$ cat src/core/ewp_pkg.sv
// Contract
// - host keeps write guard high throughout every read and program access.
// - host never drives control pulses narrower than 20ns unless intended.
// - host holds write guard low from its own reset, across power ramps.
// - host keeps guard high at least 10 ms after the last data byte.
// - in protect mode host sends the three-byte prefix before every write.
// - six ordered writes cancel protection; device returns to normal writing.
// - next byte within 30us; 100us idle strobes start internal programming.
package ewp_pkg;

  ////////////////////////////////////////////////////////////////////////////
  localparam int ADDR_W = 17;
  localparam int DATA_W = 8;
  localparam int CNT_W  = 22;
  localparam int STEP_W = 3;
  localparam int SYNC_STAGES = 2;

  typedef logic [ADDR_W-1:0] ewp_addr_t;
  typedef logic [DATA_W-1:0] ewp_data_t;
  typedef logic [CNT_W-1:0]  ewp_cnt_t;
  typedef logic [STEP_W-1:0] ewp_step_t;

  ////////////////////////////////////////////////////////////////////////////
  // timing, in printed units, and derived cycle counts
  localparam int CLK_NS     = 4;
  localparam int GLITCH_NS  = 20;
  localparam int STB_NS     = 250;
  localparam int ACC_NS     = 200;
  localparam int BL_MAX_US  = 30;
  localparam int WC_MS      = 10;
  localparam int RP_US      = 100;
  localparam int STB_CYC    = (STB_NS + CLK_NS - 1) / CLK_NS;
  localparam int GLITCH_CYC = (GLITCH_NS + CLK_NS - 1) / CLK_NS;
  localparam int ACC_CYC    = (ACC_NS + CLK_NS - 1) / CLK_NS;
  localparam int RD_CYC     = ACC_CYC + SYNC_STAGES + 1;
  localparam int BL_MAX_CYC = (BL_MAX_US * 1000) / CLK_NS;
  localparam int WC_CYC_DEF = (WC_MS * 1000000) / CLK_NS;
  localparam int RP_CYC_DEF = (RP_US * 1000) / CLK_NS;
  localparam int SETUP_CYC  = 2;
  localparam int HOLD_CYC   = 2;

  ////////////////////////////////////////////////////////////////////////////
  // command words
  localparam ewp_addr_t CMD_ADDR_A = 17'h05555;
  localparam ewp_addr_t CMD_ADDR_B = 17'h02aaa;
  localparam ewp_data_t CMD_AA     = 8'haa;
  localparam ewp_data_t CMD_55     = 8'h55;
  localparam ewp_data_t CMD_A0     = 8'ha0;
  localparam ewp_data_t CMD_80     = 8'h80;
  localparam ewp_data_t CMD_20     = 8'h20;
  localparam ewp_step_t PREFIX_LEN = 3'h3;
  localparam ewp_step_t CANCEL_LEN = 3'h6;

  typedef enum logic [1:0] {
    OP_READ   = 2'h0,
    OP_WRITE  = 2'h1,
    OP_WR_PROT = 2'h2,
    OP_UNPROT = 2'h3
  } ewp_op_t;

  typedef struct packed {
    ewp_op_t   op;
    ewp_addr_t addr;
    ewp_data_t data;
  } ewp_cmd_t;

  typedef struct packed {
    logic      ce_n;
    logic      oe_n;
    logic      we_n;
    logic      write_guard_n;
    ewp_addr_t addr;
    ewp_data_t dq;
    logic      dq_oe;
  } ewp_pins_t;

  typedef enum logic [2:0] {
    S_INIT  = 3'h0,
    S_IDLE  = 3'h1,
    S_SETUP = 3'h2,
    S_STB   = 3'h3,
    S_HOLD  = 3'h4,
    S_RD    = 3'h5,
    S_WC    = 3'h6
  } ewp_state_t;

endpackage : ewp_pkg

$ cat src/core/ewp_host.sv
`timescale 1ns/10ps
`default_nettype none
module ewp_host
  import ewp_pkg::*;
#(
  parameter int WC_CYC = WC_CYC_DEF,
  parameter int RP_CYC = RP_CYC_DEF
) (
  // clock, reset, enable
  input  wire logic      core_clk_in,
  input  wire logic      rst_in,
  input  wire logic      en_in,
  // user command side
  input  wire logic      cmd_valid_in,
  input  wire ewp_cmd_t  cmd_in,
  output logic           cmd_ready_out,
  output ewp_data_t      rd_data_out,
  output logic           rd_valid_out,
  output logic           prot_out,
  // device pins
  input  wire ewp_data_t dq_in,
  output ewp_pins_t      pins_out
);

  ////////////////////////////////////////////////////////////////////////////
  // word for step idx of the current transfer
  function automatic logic [ADDR_W+DATA_W-1:0] seq_word(
    input ewp_op_t   op,
    input logic      pre,
    input ewp_step_t idx,
    input ewp_addr_t ua,
    input ewp_data_t ud
  );
    logic [ADDR_W+DATA_W-1:0] w;
    w = {ua, ud};
    if (op == OP_UNPROT) begin
      unique case (idx)
        3'h0:    w = {CMD_ADDR_A, CMD_AA};
        3'h1:    w = {CMD_ADDR_B, CMD_55};
        3'h2:    w = {CMD_ADDR_A, CMD_80};
        3'h3:    w = {CMD_ADDR_A, CMD_AA};
        3'h4:    w = {CMD_ADDR_B, CMD_55};
        default: w = {CMD_ADDR_A, CMD_20};
      endcase
    end else if (pre && idx < PREFIX_LEN) begin
      unique case (idx)
        3'h0:    w = {CMD_ADDR_A, CMD_AA};
        3'h1:    w = {CMD_ADDR_B, CMD_55};
        default: w = {CMD_ADDR_A, CMD_A0};
      endcase
    end
    return w;
  endfunction : seq_word

  ////////////////////////////////////////////////////////////////////////////
  ewp_state_t state_q;
  ewp_cnt_t   cnt_q;
  ewp_step_t  step_q;
  ewp_step_t  last_q;
  ewp_cmd_t   cmd_q;
  logic       pre_q;
  logic       prot_q;
  ewp_pins_t  pins_q;
  ewp_data_t  rd_q;
  logic       rdv_q;
  ewp_data_t  dq_s1_q;
  ewp_data_t  dq_s2_q;
  logic       tick;
  logic       take;
  logic       more;
  logic       use_pre;
  logic [ADDR_W+DATA_W-1:0] first_w;
  logic [ADDR_W+DATA_W-1:0] next_w;

  assign tick    = (cnt_q == '0);
  assign take    = (state_q == S_IDLE) && cmd_valid_in;
  assign more    = (step_q != last_q);
  // prefix goes out ahead of a write or protected write whenever protection is on or being armed; reads and cancel never get it
  assign use_pre = prot_q || (cmd_in.op == OP_WR_PROT);
  assign first_w = seq_word(cmd_in.op, use_pre, '0, cmd_in.addr, cmd_in.data);
  assign next_w  = seq_word(cmd_q.op, pre_q, step_q + 3'h1,
                            cmd_q.addr, cmd_q.data);

  assign cmd_ready_out = (state_q == S_IDLE);
  assign rd_data_out   = rd_q;
  assign rd_valid_out  = rdv_q;
  assign prot_out      = prot_q;
  assign pins_out      = pins_q;

  ////////////////////////////////////////////////////////////////////////////
  // data pins arrive asynchronously
  always_ff @(posedge core_clk_in or posedge rst_in) begin
    if (rst_in) begin
      dq_s1_q <= '0;
      dq_s2_q <= '0;
    end else if (en_in) begin
      dq_s1_q <= dq_in;
      dq_s2_q <= dq_s1_q;
    end
  end

  ////////////////////////////////////////////////////////////////////////////
  // sequencer
  always_ff @(posedge core_clk_in or posedge rst_in) begin
    if (rst_in) begin
      state_q <= S_INIT;
      cnt_q   <= ewp_cnt_t'(RP_CYC - 1);
      step_q  <= '0;
      last_q  <= '0;
      cmd_q   <= '0;
      pre_q   <= 1'b0;
    end else if (en_in) begin
      if (!tick && state_q != S_IDLE) begin
        cnt_q <= cnt_q - ewp_cnt_t'(1);
      end else begin
        unique case (state_q)
          S_INIT: state_q <= S_IDLE;
          S_IDLE: begin
            if (cmd_valid_in) begin
              cmd_q  <= cmd_in;
              pre_q  <= use_pre;
              step_q <= '0;
              if (cmd_in.op == OP_READ) begin
                state_q <= S_RD;
                cnt_q   <= ewp_cnt_t'(RD_CYC - 1);
              end else begin
                state_q <= S_SETUP;
                cnt_q   <= ewp_cnt_t'(SETUP_CYC - 1);
              end
              if (cmd_in.op == OP_UNPROT) begin
                last_q <= CANCEL_LEN - 3'h1;
              end else if (use_pre) begin
                last_q <= PREFIX_LEN;
              end else begin
                last_q <= '0;
              end
            end
          end
          S_SETUP: begin
            state_q <= S_STB;
            cnt_q   <= ewp_cnt_t'(STB_CYC - 1);
          end
          S_STB: begin
            state_q <= S_HOLD;
            cnt_q   <= ewp_cnt_t'(HOLD_CYC - 1);
          end
          S_HOLD: begin
            if (more) begin
              // next byte follows at once, well inside the load window
              step_q  <= step_q + 3'h1;
              state_q <= S_SETUP;
              cnt_q   <= ewp_cnt_t'(SETUP_CYC - 1);
            end else begin
              state_q <= S_WC;
              cnt_q   <= ewp_cnt_t'(WC_CYC - 1);
            end
          end
          S_RD:    state_q <= S_IDLE;
          S_WC:    state_q <= S_IDLE;
          default: state_q <= S_IDLE;
        endcase
      end
    end
  end

  ////////////////////////////////////////////////////////////////////////////
  // pin drive
  always_ff @(posedge core_clk_in or posedge rst_in) begin
    if (rst_in) begin
      pins_q      <= '0;
      pins_q.ce_n <= 1'b1;
      pins_q.oe_n <= 1'b1;
      pins_q.we_n <= 1'b1;
      pins_q.write_guard_n <= 1'b0;
    end else if (en_in) begin
      // guard rises once out of reset and stays high for all access
      pins_q.write_guard_n <= 1'b1;
      if (take) begin
        pins_q.addr <= cmd_in.addr;
        if (cmd_in.op == OP_READ) begin
          pins_q.dq_oe <= 1'b0;
          pins_q.ce_n  <= 1'b0;
          pins_q.oe_n  <= 1'b0;
        end else begin
          pins_q.addr  <= first_w[ADDR_W+DATA_W-1:DATA_W];
          pins_q.dq    <= first_w[DATA_W-1:0];
          pins_q.dq_oe <= 1'b1;
        end
      end else if (tick) begin
        unique case (state_q)
          S_SETUP: begin
            pins_q.ce_n <= 1'b0;
            pins_q.we_n <= 1'b0;
          end
          S_STB: begin
            pins_q.ce_n <= 1'b1;
            pins_q.we_n <= 1'b1;
          end
          S_HOLD: begin
            if (more) begin
              pins_q.addr <= next_w[ADDR_W+DATA_W-1:DATA_W];
              pins_q.dq   <= next_w[DATA_W-1:0];
            end else begin
              pins_q.dq_oe <= 1'b0;
            end
          end
          S_RD: begin
            pins_q.ce_n <= 1'b1;
            pins_q.oe_n <= 1'b1;
          end
          default: pins_q.dq_oe <= pins_q.dq_oe;
        endcase
      end
    end
  end

  ////////////////////////////////////////////////////////////////////////////
  // protection state and read result
  always_ff @(posedge core_clk_in or posedge rst_in) begin
    if (rst_in) begin
      prot_q <= 1'b0;
      rd_q   <= '0;
      rdv_q  <= 1'b0;
    end else if (en_in) begin
      rdv_q <= 1'b0;
      if (tick && state_q == S_HOLD && !more) begin
        if (cmd_q.op == OP_UNPROT) begin
          prot_q <= 1'b0;
        end else if (pre_q) begin
          prot_q <= 1'b1;
        end
      end
      if (tick && state_q == S_RD) begin
        rd_q  <= dq_s2_q;
        rdv_q <= 1'b1;
      end
    end
  end

  ////////////////////////////////////////////////////////////////////////////
  // checks
  ewp_cnt_t wlen_q;
  always_ff @(posedge core_clk_in or posedge rst_in) begin
    if (rst_in) begin
      wlen_q <= '0;
    end else if (en_in) begin
      wlen_q <= pins_q.we_n ? '0 : wlen_q + ewp_cnt_t'(1);
    end
  end
endmodule : ewp_host
`default_nettype wire

$ cat config.mk
export PLATFORM = sky130hd
export DESIGN_NAME = ewp_host
export DESIGN_NICKNAME = d
export VERILOG_FILES = /design/src/core/ewp_pkg.sv /design/src/core/ewp_host.sv
export SDC_FILE = /design/constraint.sdc
export NUM_CORES = 1
export LEC_CHECK = 0
export ABC_AREA = 1
export ABC_CLOCK_PERIOD_IN_PS = 7650
export BUFFER_PORTS_ARGS = -buffer_cell sky130_fd_sc_hd__buf_2
export CAP_MARGIN = 0
export CORE_MARGIN = 2
export CORE_UTILIZATION = 60
export CTS_CLUSTER_SIZE = 10
export DETAILED_ROUTE_END_ITERATION = 12
export HOLD_SLACK_MARGIN = 0.15
export PLACE_DENSITY = 0.82
export SLEW_MARGIN = 20
export SYNTH_ARGS = -nofsm -noshare
export SYNTH_HDL_FRONTEND = slang
export SYNTH_SLANG_ARGS = --single-unit
export TNS_END_PERCENT = 20
$ cat constraint.sdc
create_clock -name core_clk_in -period 7.65 [get_ports core_clk_in]
set_input_delay 0.3825 -clock core_clk_in [delete_from_list [all_inputs] [get_ports core_clk_in]]
set_output_delay 0.3825 -clock core_clk_in [all_outputs]
set_load 0.02 [all_outputs]
==> impl_metrics.csv, run 1 <==
group,metric,value,unit
yosys,syn-num-nets,880,
timing,final_max_slew_viol_count,0,
critical_path,crit_required,8.04,ns
power_and_ir_drop,leakagePower,4.07,nW
route,dr.pass1.iters,5,
route,drt_iter0_drc,533,
route,dr_total_vias,5789,
yosys,ys_seq_area_share,47.3,%
final_layout,layout.cells.non_filler,1089,
clock_tree,hold_buffers,36,
route,vias_per_cell,5.32,
clock_tree,h-tree-depth,4,
floorplan,num_rows,36,
clock_tree,tritoncts,"done",
floorplan,coreArea,9820,µm²
timing,period_share,40.6,%
placed_design,pre_cts_slack,4.64,ns
yosys,synth_edf_count,0,
critical_path,cp-start-kind,"flip-flop",
clock_tree,clockBufferDepth,2,
clock_tree,cts_root_buffer,"clkbuf_8",
timing,setup_slack,4.54,ns
timing,rsz0062_at_grt,"false",
clock_tree,cts-resized-gates,0,
route,wl_per_cell,14.6,µm
clock_tree,cts_setup_buffers,0,
global_route,antenna_found_initial,0,
route,finalWirelength,15900,µm
yosys,yosysUniqueCellTypes,34,
yosys,syn-cell-area,6120,µm²
final_layout,diodes,0,
global_route,grt_use_met1,39.5,%
clock_tree,cts.sinks,115,
placed_design,post-dp-hpwl,10200,µm
clock_tree,cts_buffers,17,
worst_hold_path,hp-start,"en_in",
power_and_ir_drop,cellPowerDensity,417,nW/µm²
critical_path,r2r-end,"cmd_q[10]",
global_route,grt_overflow,0,
floorplan,boundaryPins,80,
placed_design,dp.cells,1022,
floorplan,initial_utilization,62.3,%
worst_hold_path,hold_depth,3,
yosys,ys.flop_type,"dfrtp_1",
placed_design,portBuffers,79,
route,antenna_left,0,
final_layout,final_common_cell,"nand2_1",
yosys,async_reset_ff_share,100,%
critical_path,crit_arrival,3.50,ns
global_route,grt_pass1_vias,5767,
critical_path,worst_setup_path_end_kind,"flip-flop",
placed_design,gp_congestion,0.905,
power_and_ir_drop,power.share.switching,44.8,%
timing,final_hold_viol_count,0,
global_route,use_met2,49.1,%
critical_path,r2r-start,"state_q[0]",
final_layout,drive_above_1_share,15.5,%
timing,worst_pin_slew,0.845,ns
timing,fin_tns_setup,0,ns
global_route,grtUsageMet3,8.73,%
timing,fin_skew,0.00760,ns
floorplan,die_x,105,µm
power_and_ir_drop,p_seq_share,31.8,%
yosys,synth_cells,835,
critical_path,rrSetupSlack,4.54,ns
timing,min_period,3.11,ns
floorplan,dieArea,11000,µm²
power_and_ir_drop,combPwrFrac,45.5,%
global_route,grt_pass1_wl,26900,µm
final_layout,fin_nets,989,
critical_path,rr_worst_depth,9,
critical_path,worstPathMaxFanout,44,
worst_hold_path,hold_path.class,"in2reg",
final_layout,area_growth,21.4,%
final_layout,final_cell_mix,"nand2_1 (343), dfrtp_1 (104), inv_1 (88), o21ai_0 (83), buf_2 (79)",
outcome,status,"finished clean",
global_route,grt.total_usage,30.8,%
yosys,avgSynthCellArea,7.33,µm²
timing,relSlewSlack,43.5,%
route,drc,0,
timing,fmax,322,MHz
power_and_ir_drop,netSwitchingPower,0.00139,W
critical_path,worstSetupPathType,"reg2reg",
floorplan,die_height,105,µm
clock_tree,path_clk_slew,0.06,ns
power_and_ir_drop,irDropWorstVdd,0.220,mV
timing,setup_viol,0,
timing,whs,0.285,ns
power_and_ir_drop,p_int,0.00171,W
power_and_ir_drop,clkPwrFrac,22.6,%
flow_run,maxCapViolCount,0,
yosys,ys_seq_elements,115,
global_route,grt_max_degree,61,
yosys,synth_warnings,0,
clock_tree,clk_latency,0.54,ns
global_route,busiest_layer,"met2",
worst_hold_path,holdPathEnd,"dq_s1_q[3]",
==> power groups by stage <==
| stage | combinational, W | clock (W) | sequential, W |
|---|---|---|---|
| 4_1_cts | 0.00139 | 0.000703 | 0.000981 |
| 2_1_floorplan | 0.000984 | 0 | 0.00104 |
| 5_1_grt | 0.00159 | 0.000738 | 0.00101 |
| 6_report | 0.00141 | 0.000700 | 0.000985 |
| 3_3_place_gp | 0.00131 | 0 | 0.000975 |
| 3_5_place_dp | 0.00136 | 0 | 0.000983 |
==> kinds of logic after synthesis <==
| kind of cell | share of synthesized area (%) |
|---|---|
| AND/OR/NAND/NOR | 32.4 |
| AO/OA/AOI/OAI | 9.24 |
| adder cells (fa/ha/maj) | 1.23 |
| flip-flops | 47.3 |
| buffers and inverters | 8.20 |
| XOR/XNOR | 1.72 |
==> state kept, by name, summed over array words and instances, names as in the netlist <==
signal,cells
cnt_q,22
rd_valid_out,1
pre_q,1
pins_out,30
last_q,3
cmd_q,27
state_q,3
dq_s1_q,8
rd_data_out,8
prot_out,1
step_q,3
dq_s2_q,8
==> final cells by class <==
cell class,count,area (µm²)
sequential,115,2890
multi-input combinational,600,2730
fill,785,2390
timing repair buffer,116,763
clock buffer,20,425
inverter,94,355
tap,133,166
clock inverter,11,92.6
==> synth_stat cells, types with 2 or more instances <==
cell | number | share of area, %
a21oi_1 | 6 | 0.49
buf_2 | 11 | 0.90
buf_4 | 2 | 0.25
buf_6 | 4 | 0.74
clkbuf_1 | 8 | 0.49
dfrtp_1 | 104 | 43
dfstp_2 | 11 | 4.7
ha_1 | 6 | 1.2
inv_1 | 89 | 5.5
inv_2 | 5 | 0.31
nand2_1 | 343 | 21
nand2_2 | 2 | 0.20
nand2_4 | 3 | 0.55
nand3_1 | 51 | 4.2
nand3_2 | 2 | 0.33
nand4_1 | 10 | 1.0
nor2_1 | 46 | 2.8
nor2_2 | 7 | 0.72
nor2_4 | 2 | 0.37
o21ai_0 | 83 | 6.8
o21ai_1 | 15 | 1.2
or2_2 | 3 | 0.31
xnor2_1 | 4 | 0.57
xor2_1 | 8 | 1.1
==> how the worst max path moves through the flow <==
| stage | start | endpoint | slack (ns) | cells past startpoint |
|---|---|---|---|---|
| 2_1_floorplan | rst_in | cmd_q[0] | 4.24 | 1 |
| 4_1_cts | state_q[0] | cmd_q[8] | 4.60 | 9 |
| 3_3_place_gp | en_in | cnt_q[4] | 4.78 | 8 |
| 5_1_grt | state_q[0] | cmd_q[15] | 4.27 | 9 |
| 6_report | state_q[0] | cmd_q[10] | 4.54 | 9 |
| 3_5_place_dp | state_q[0] | cmd_q[8] | 4.64 | 9 |
==> routing by layer <==
| metal | up-vias | share of wire [%] |
|---|---|---|
| met5 | - | 0 |
| met4 | 0 | 2.6 |
| met3 | 36 | 7.3 |
| met2 | 256 | 49 |
| met1 | 2677 | 41 |
| li1 | 2820 | - |
==> worst max-delay path: stages, from the launching register on <==
cell	delay [ns]
dfrtp_1	0.36
inv_1	0.09
nor2_2	0.16
nand2_4	0.11
nor2_2	0.52
inv_2	0.24
nor2_2	0.67
inv_2	0.50
nand2_1	0.18
o21ai_0	0.09
==> per-stage QoR <==
step / total power (W) / utilization (%) / instance area, µm²
after floorplan: 0.00202 / - / 6120
after global placement: 0.00228 / 66.6 / 6540
after detailed placement: 0.00234 / 66.6 / 6540
after CTS: 0.00308 / 75.6 / 7420
after global routing: 0.00334 / 75.6 / 7430
final: 0.00310 / 75.6 / 7430
No activity file was read; power rests on OpenSTA's default activity.
==> inputs of run 2 (changes only) <==
--- a/config.mk
+++ b/config.mk
@@ -6,15 +6,15 @@
 export NUM_CORES = 1
 export LEC_CHECK = 0
 export ABC_AREA = 1
-export ABC_CLOCK_PERIOD_IN_PS = 7650
+export ABC_CLOCK_PERIOD_IN_PS = 2600
 export BUFFER_PORTS_ARGS = -buffer_cell sky130_fd_sc_hd__buf_2
 export CAP_MARGIN = 0
 export CORE_MARGIN = 2
-export CORE_UTILIZATION = 60
+export CORE_UTILIZATION = 53
 export CTS_CLUSTER_SIZE = 10
 export DETAILED_ROUTE_END_ITERATION = 12
 export HOLD_SLACK_MARGIN = 0.15
-export PLACE_DENSITY = 0.82
+export PLACE_DENSITY = 0.77
 export SLEW_MARGIN = 20
 export SYNTH_ARGS = -nofsm -noshare
 export SYNTH_HDL_FRONTEND = slang
==> constraint.sdc (replaced) <==
create_clock -name core_clk_in -period 2.6 [get_ports core_clk_in]
set_input_delay 0.13 -clock core_clk_in [delete_from_list [all_inputs] [get_ports core_clk_in]]
set_output_delay 0.13 -clock core_clk_in [all_outputs]
set_load 0.02 [all_outputs]
==> impl_metrics.csv, run 2 (same netlist as run 1, synthesis figures left out) <==
group,metric,value,unit
clock_tree,cts.sinks,115,
global_route,grt_max_degree,54,
power_and_ir_drop,leakagePower,4.19,nW
outcome,status,"finished clean",
floorplan,initial_utilization,54.0,%
global_route,grt_overflow,0,
global_route,grt_pass1_vias,5502,
timing,fin_skew,0.0111,ns
critical_path,crit_family,"simple AND/OR/NAND/NOR gates",
global_route,grt_pass1_wl,25700,µm
floorplan,boundaryPins,80,
route,vias_per_cell,5.03,
clock_tree,clk_latency,0.42,ns
route,drc,0,
timing,whs,0.157,ns
final_layout,largest_register_ffs,30,
final_layout,layout.cells.non_filler,1113,
placed_design,pre_cts_slack,0.402,ns
critical_path,slowest_stage,"dfstp_2",
power_and_ir_drop,cellPowerDensity,1250,nW/µm²
final_layout,area_growth,25.7,%
final_layout,drive_above_1_share,16.7,%
timing,worst_pin_slew,0.666,ns
floorplan,die_height,111,µm
clock_tree,cts_buffers,17,
final_layout,fin_util,68.0,%
route,dr.pass1.iters,5,
critical_path,worst_setup_path_end_kind,"flip-flop",
final_layout,fill_cells,919,
critical_path,crit_required,2.90,ns
timing,fmax,449,MHz
clock_tree,tritoncts,"done",
clock_tree,cts_setup_buffers,0,
final_layout,diodes,0,
critical_path,critical_path_buf_inv_count,1,
timing,rsz0062_at_grt,"false",
placed_design,post-dp-hpwl,10000,µm
route,wl_per_cell,13.6,µm
critical_path,worstSetupPathType,"reg2reg",
floorplan,dieArea,12400,µm²
timing,final_hold_viol_count,0,
global_route,antenna_found_initial,0,
critical_path,cp-start-kind,"flip-flop",
power_and_ir_drop,irDropWorstVdd,0.724,mV
route,finalWirelength,15100,µm
clock_tree,h-tree-depth,4,
placed_design,dp.cells,1043,
placed_design,portBuffers,79,
critical_path,critPathMaxStageDelay,0.37,ns
clock_tree,cts_root_buffer,"clkbuf_16",
flow_run,maxCapViolCount,0,
critical_path,crit_arrival,2.53,ns
timing,fin_tns_setup,0,ns
critical_path,path_cells,"inv_1 > ha_1 > nand2_2 > nor2_4 > nand3_4 > nand2_4 > nand2_4 > nor2_8 > nand2_2 > nand2_1 > nand2_1",
floorplan,coreArea,11300,µm²
clock_tree,path_clk_slew,0.05,ns
route,antenna_left,0,
placed_design,gp_congestion,0.909,
clock_tree,clockBufferDepth,2,
floorplan,die_x,111,µm
final_layout,final_common_cell,"nand2_1",
worst_hold_path,hold_path.class,"in2reg",
timing,setup_viol,0,
global_route,grt.total_usage,25.9,%
final_layout,fin_nets,1002,
route,dr_total_vias,5599,
timing,setup_slack,0.373,ns
final_layout,final_cell_mix,"nand2_1 (343), dfrtp_1 (104), inv_1 (88), o21ai_0 (83), buf_2 (79)",
timing,min_period,2.23,ns
timing,period_share,85.6,%
critical_path,worstPathMaxFanout,24,
timing,relSlewSlack,55.5,%
floorplan,num_rows,39,
route,drt_iter0_drc,320,
timing,final_max_slew_viol_count,0,
run 2: cell count changes in the layout (fill, tap and decap cells not counted), moves of 2 or more:
cell           change
bufinv_16          +4
clkinvlp_4         +2
dlygate4sd3_1      +2
clkinv_2           -5
buf_4             +10
clkbuf_1           -2
run 2: layout make-up:
cell class	count	area [µm²]	area share (%)
clock inverters	12	204	2.65
repair buffers	129	878	11.4
flip-flops and latches	115	2890	37.6
inverters	94	357	4.63
well taps	143	179	2.33
multi-input cells	600	2730	35.5
clock buffers	20	457	5.94
run 2: metal layers:
metal	vias up	share of wire [%]	track usage [%]
li1	2859	-	-
met1	2554	45	34.3
met2	157	47	41.5
met3	29	5.7	6.26
met4	0	2.0	10.6
met5	-	0	0
run 2: worst min-delay path, delay by kind of cell:
family	cells	cell delay, ns
buf+inv	1	0.25
simple gates	2	0.16
run 2: path summary, 6_finish.rpt:
check / cells past startpoint / end / slack (ns) / start
min: 3 / dq_s1_q[7] / 0.16 / en_in
min reg2reg: 1 / pins_out[26] / 0.47 / pins_out[26]
max: 11 / pins_out[5] / 0.37 / cnt_q[0]
max reg2reg: 11 / pins_out[5] / 0.37 / cnt_q[0]
min in group asynchronous: 3 / cnt_q[9] / 0.30 / rst_in
max in group asynchronous: 4 / cnt_q[7] / 1.61 / rst_in
run 2: report_power, final:
| group | switching (W) | internal (W) | total [W] | leakage [nW] |
|---|---|---|---|---|
| Sequential | 0.000420 | 0.00247 | 0.00289 | 1.44 |
| Clock | 0.000844 | 0.00175 | 0.00260 | 0.312 |
| Combinational | 0.00278 | 0.00137 | 0.00415 | 2.43 |
run 2: per-stage QoR:
step                      instance area (µm²)  total power [W]
final                                    7690          0.00963
after global routing                     7690           0.0104
after CTS                                7690          0.00963
after detailed placement                 6650          0.00694
after global placement                   6650          0.00684
after floorplan                          6120          0.00594
run 2: what timing repair did:
| action | CTS | global route |
|---|---|---|
| hold buffers | 38 | 0 |
| endpoints found under the hold margin | 83 | 0 |
| resized for setup | 0 | 0 |
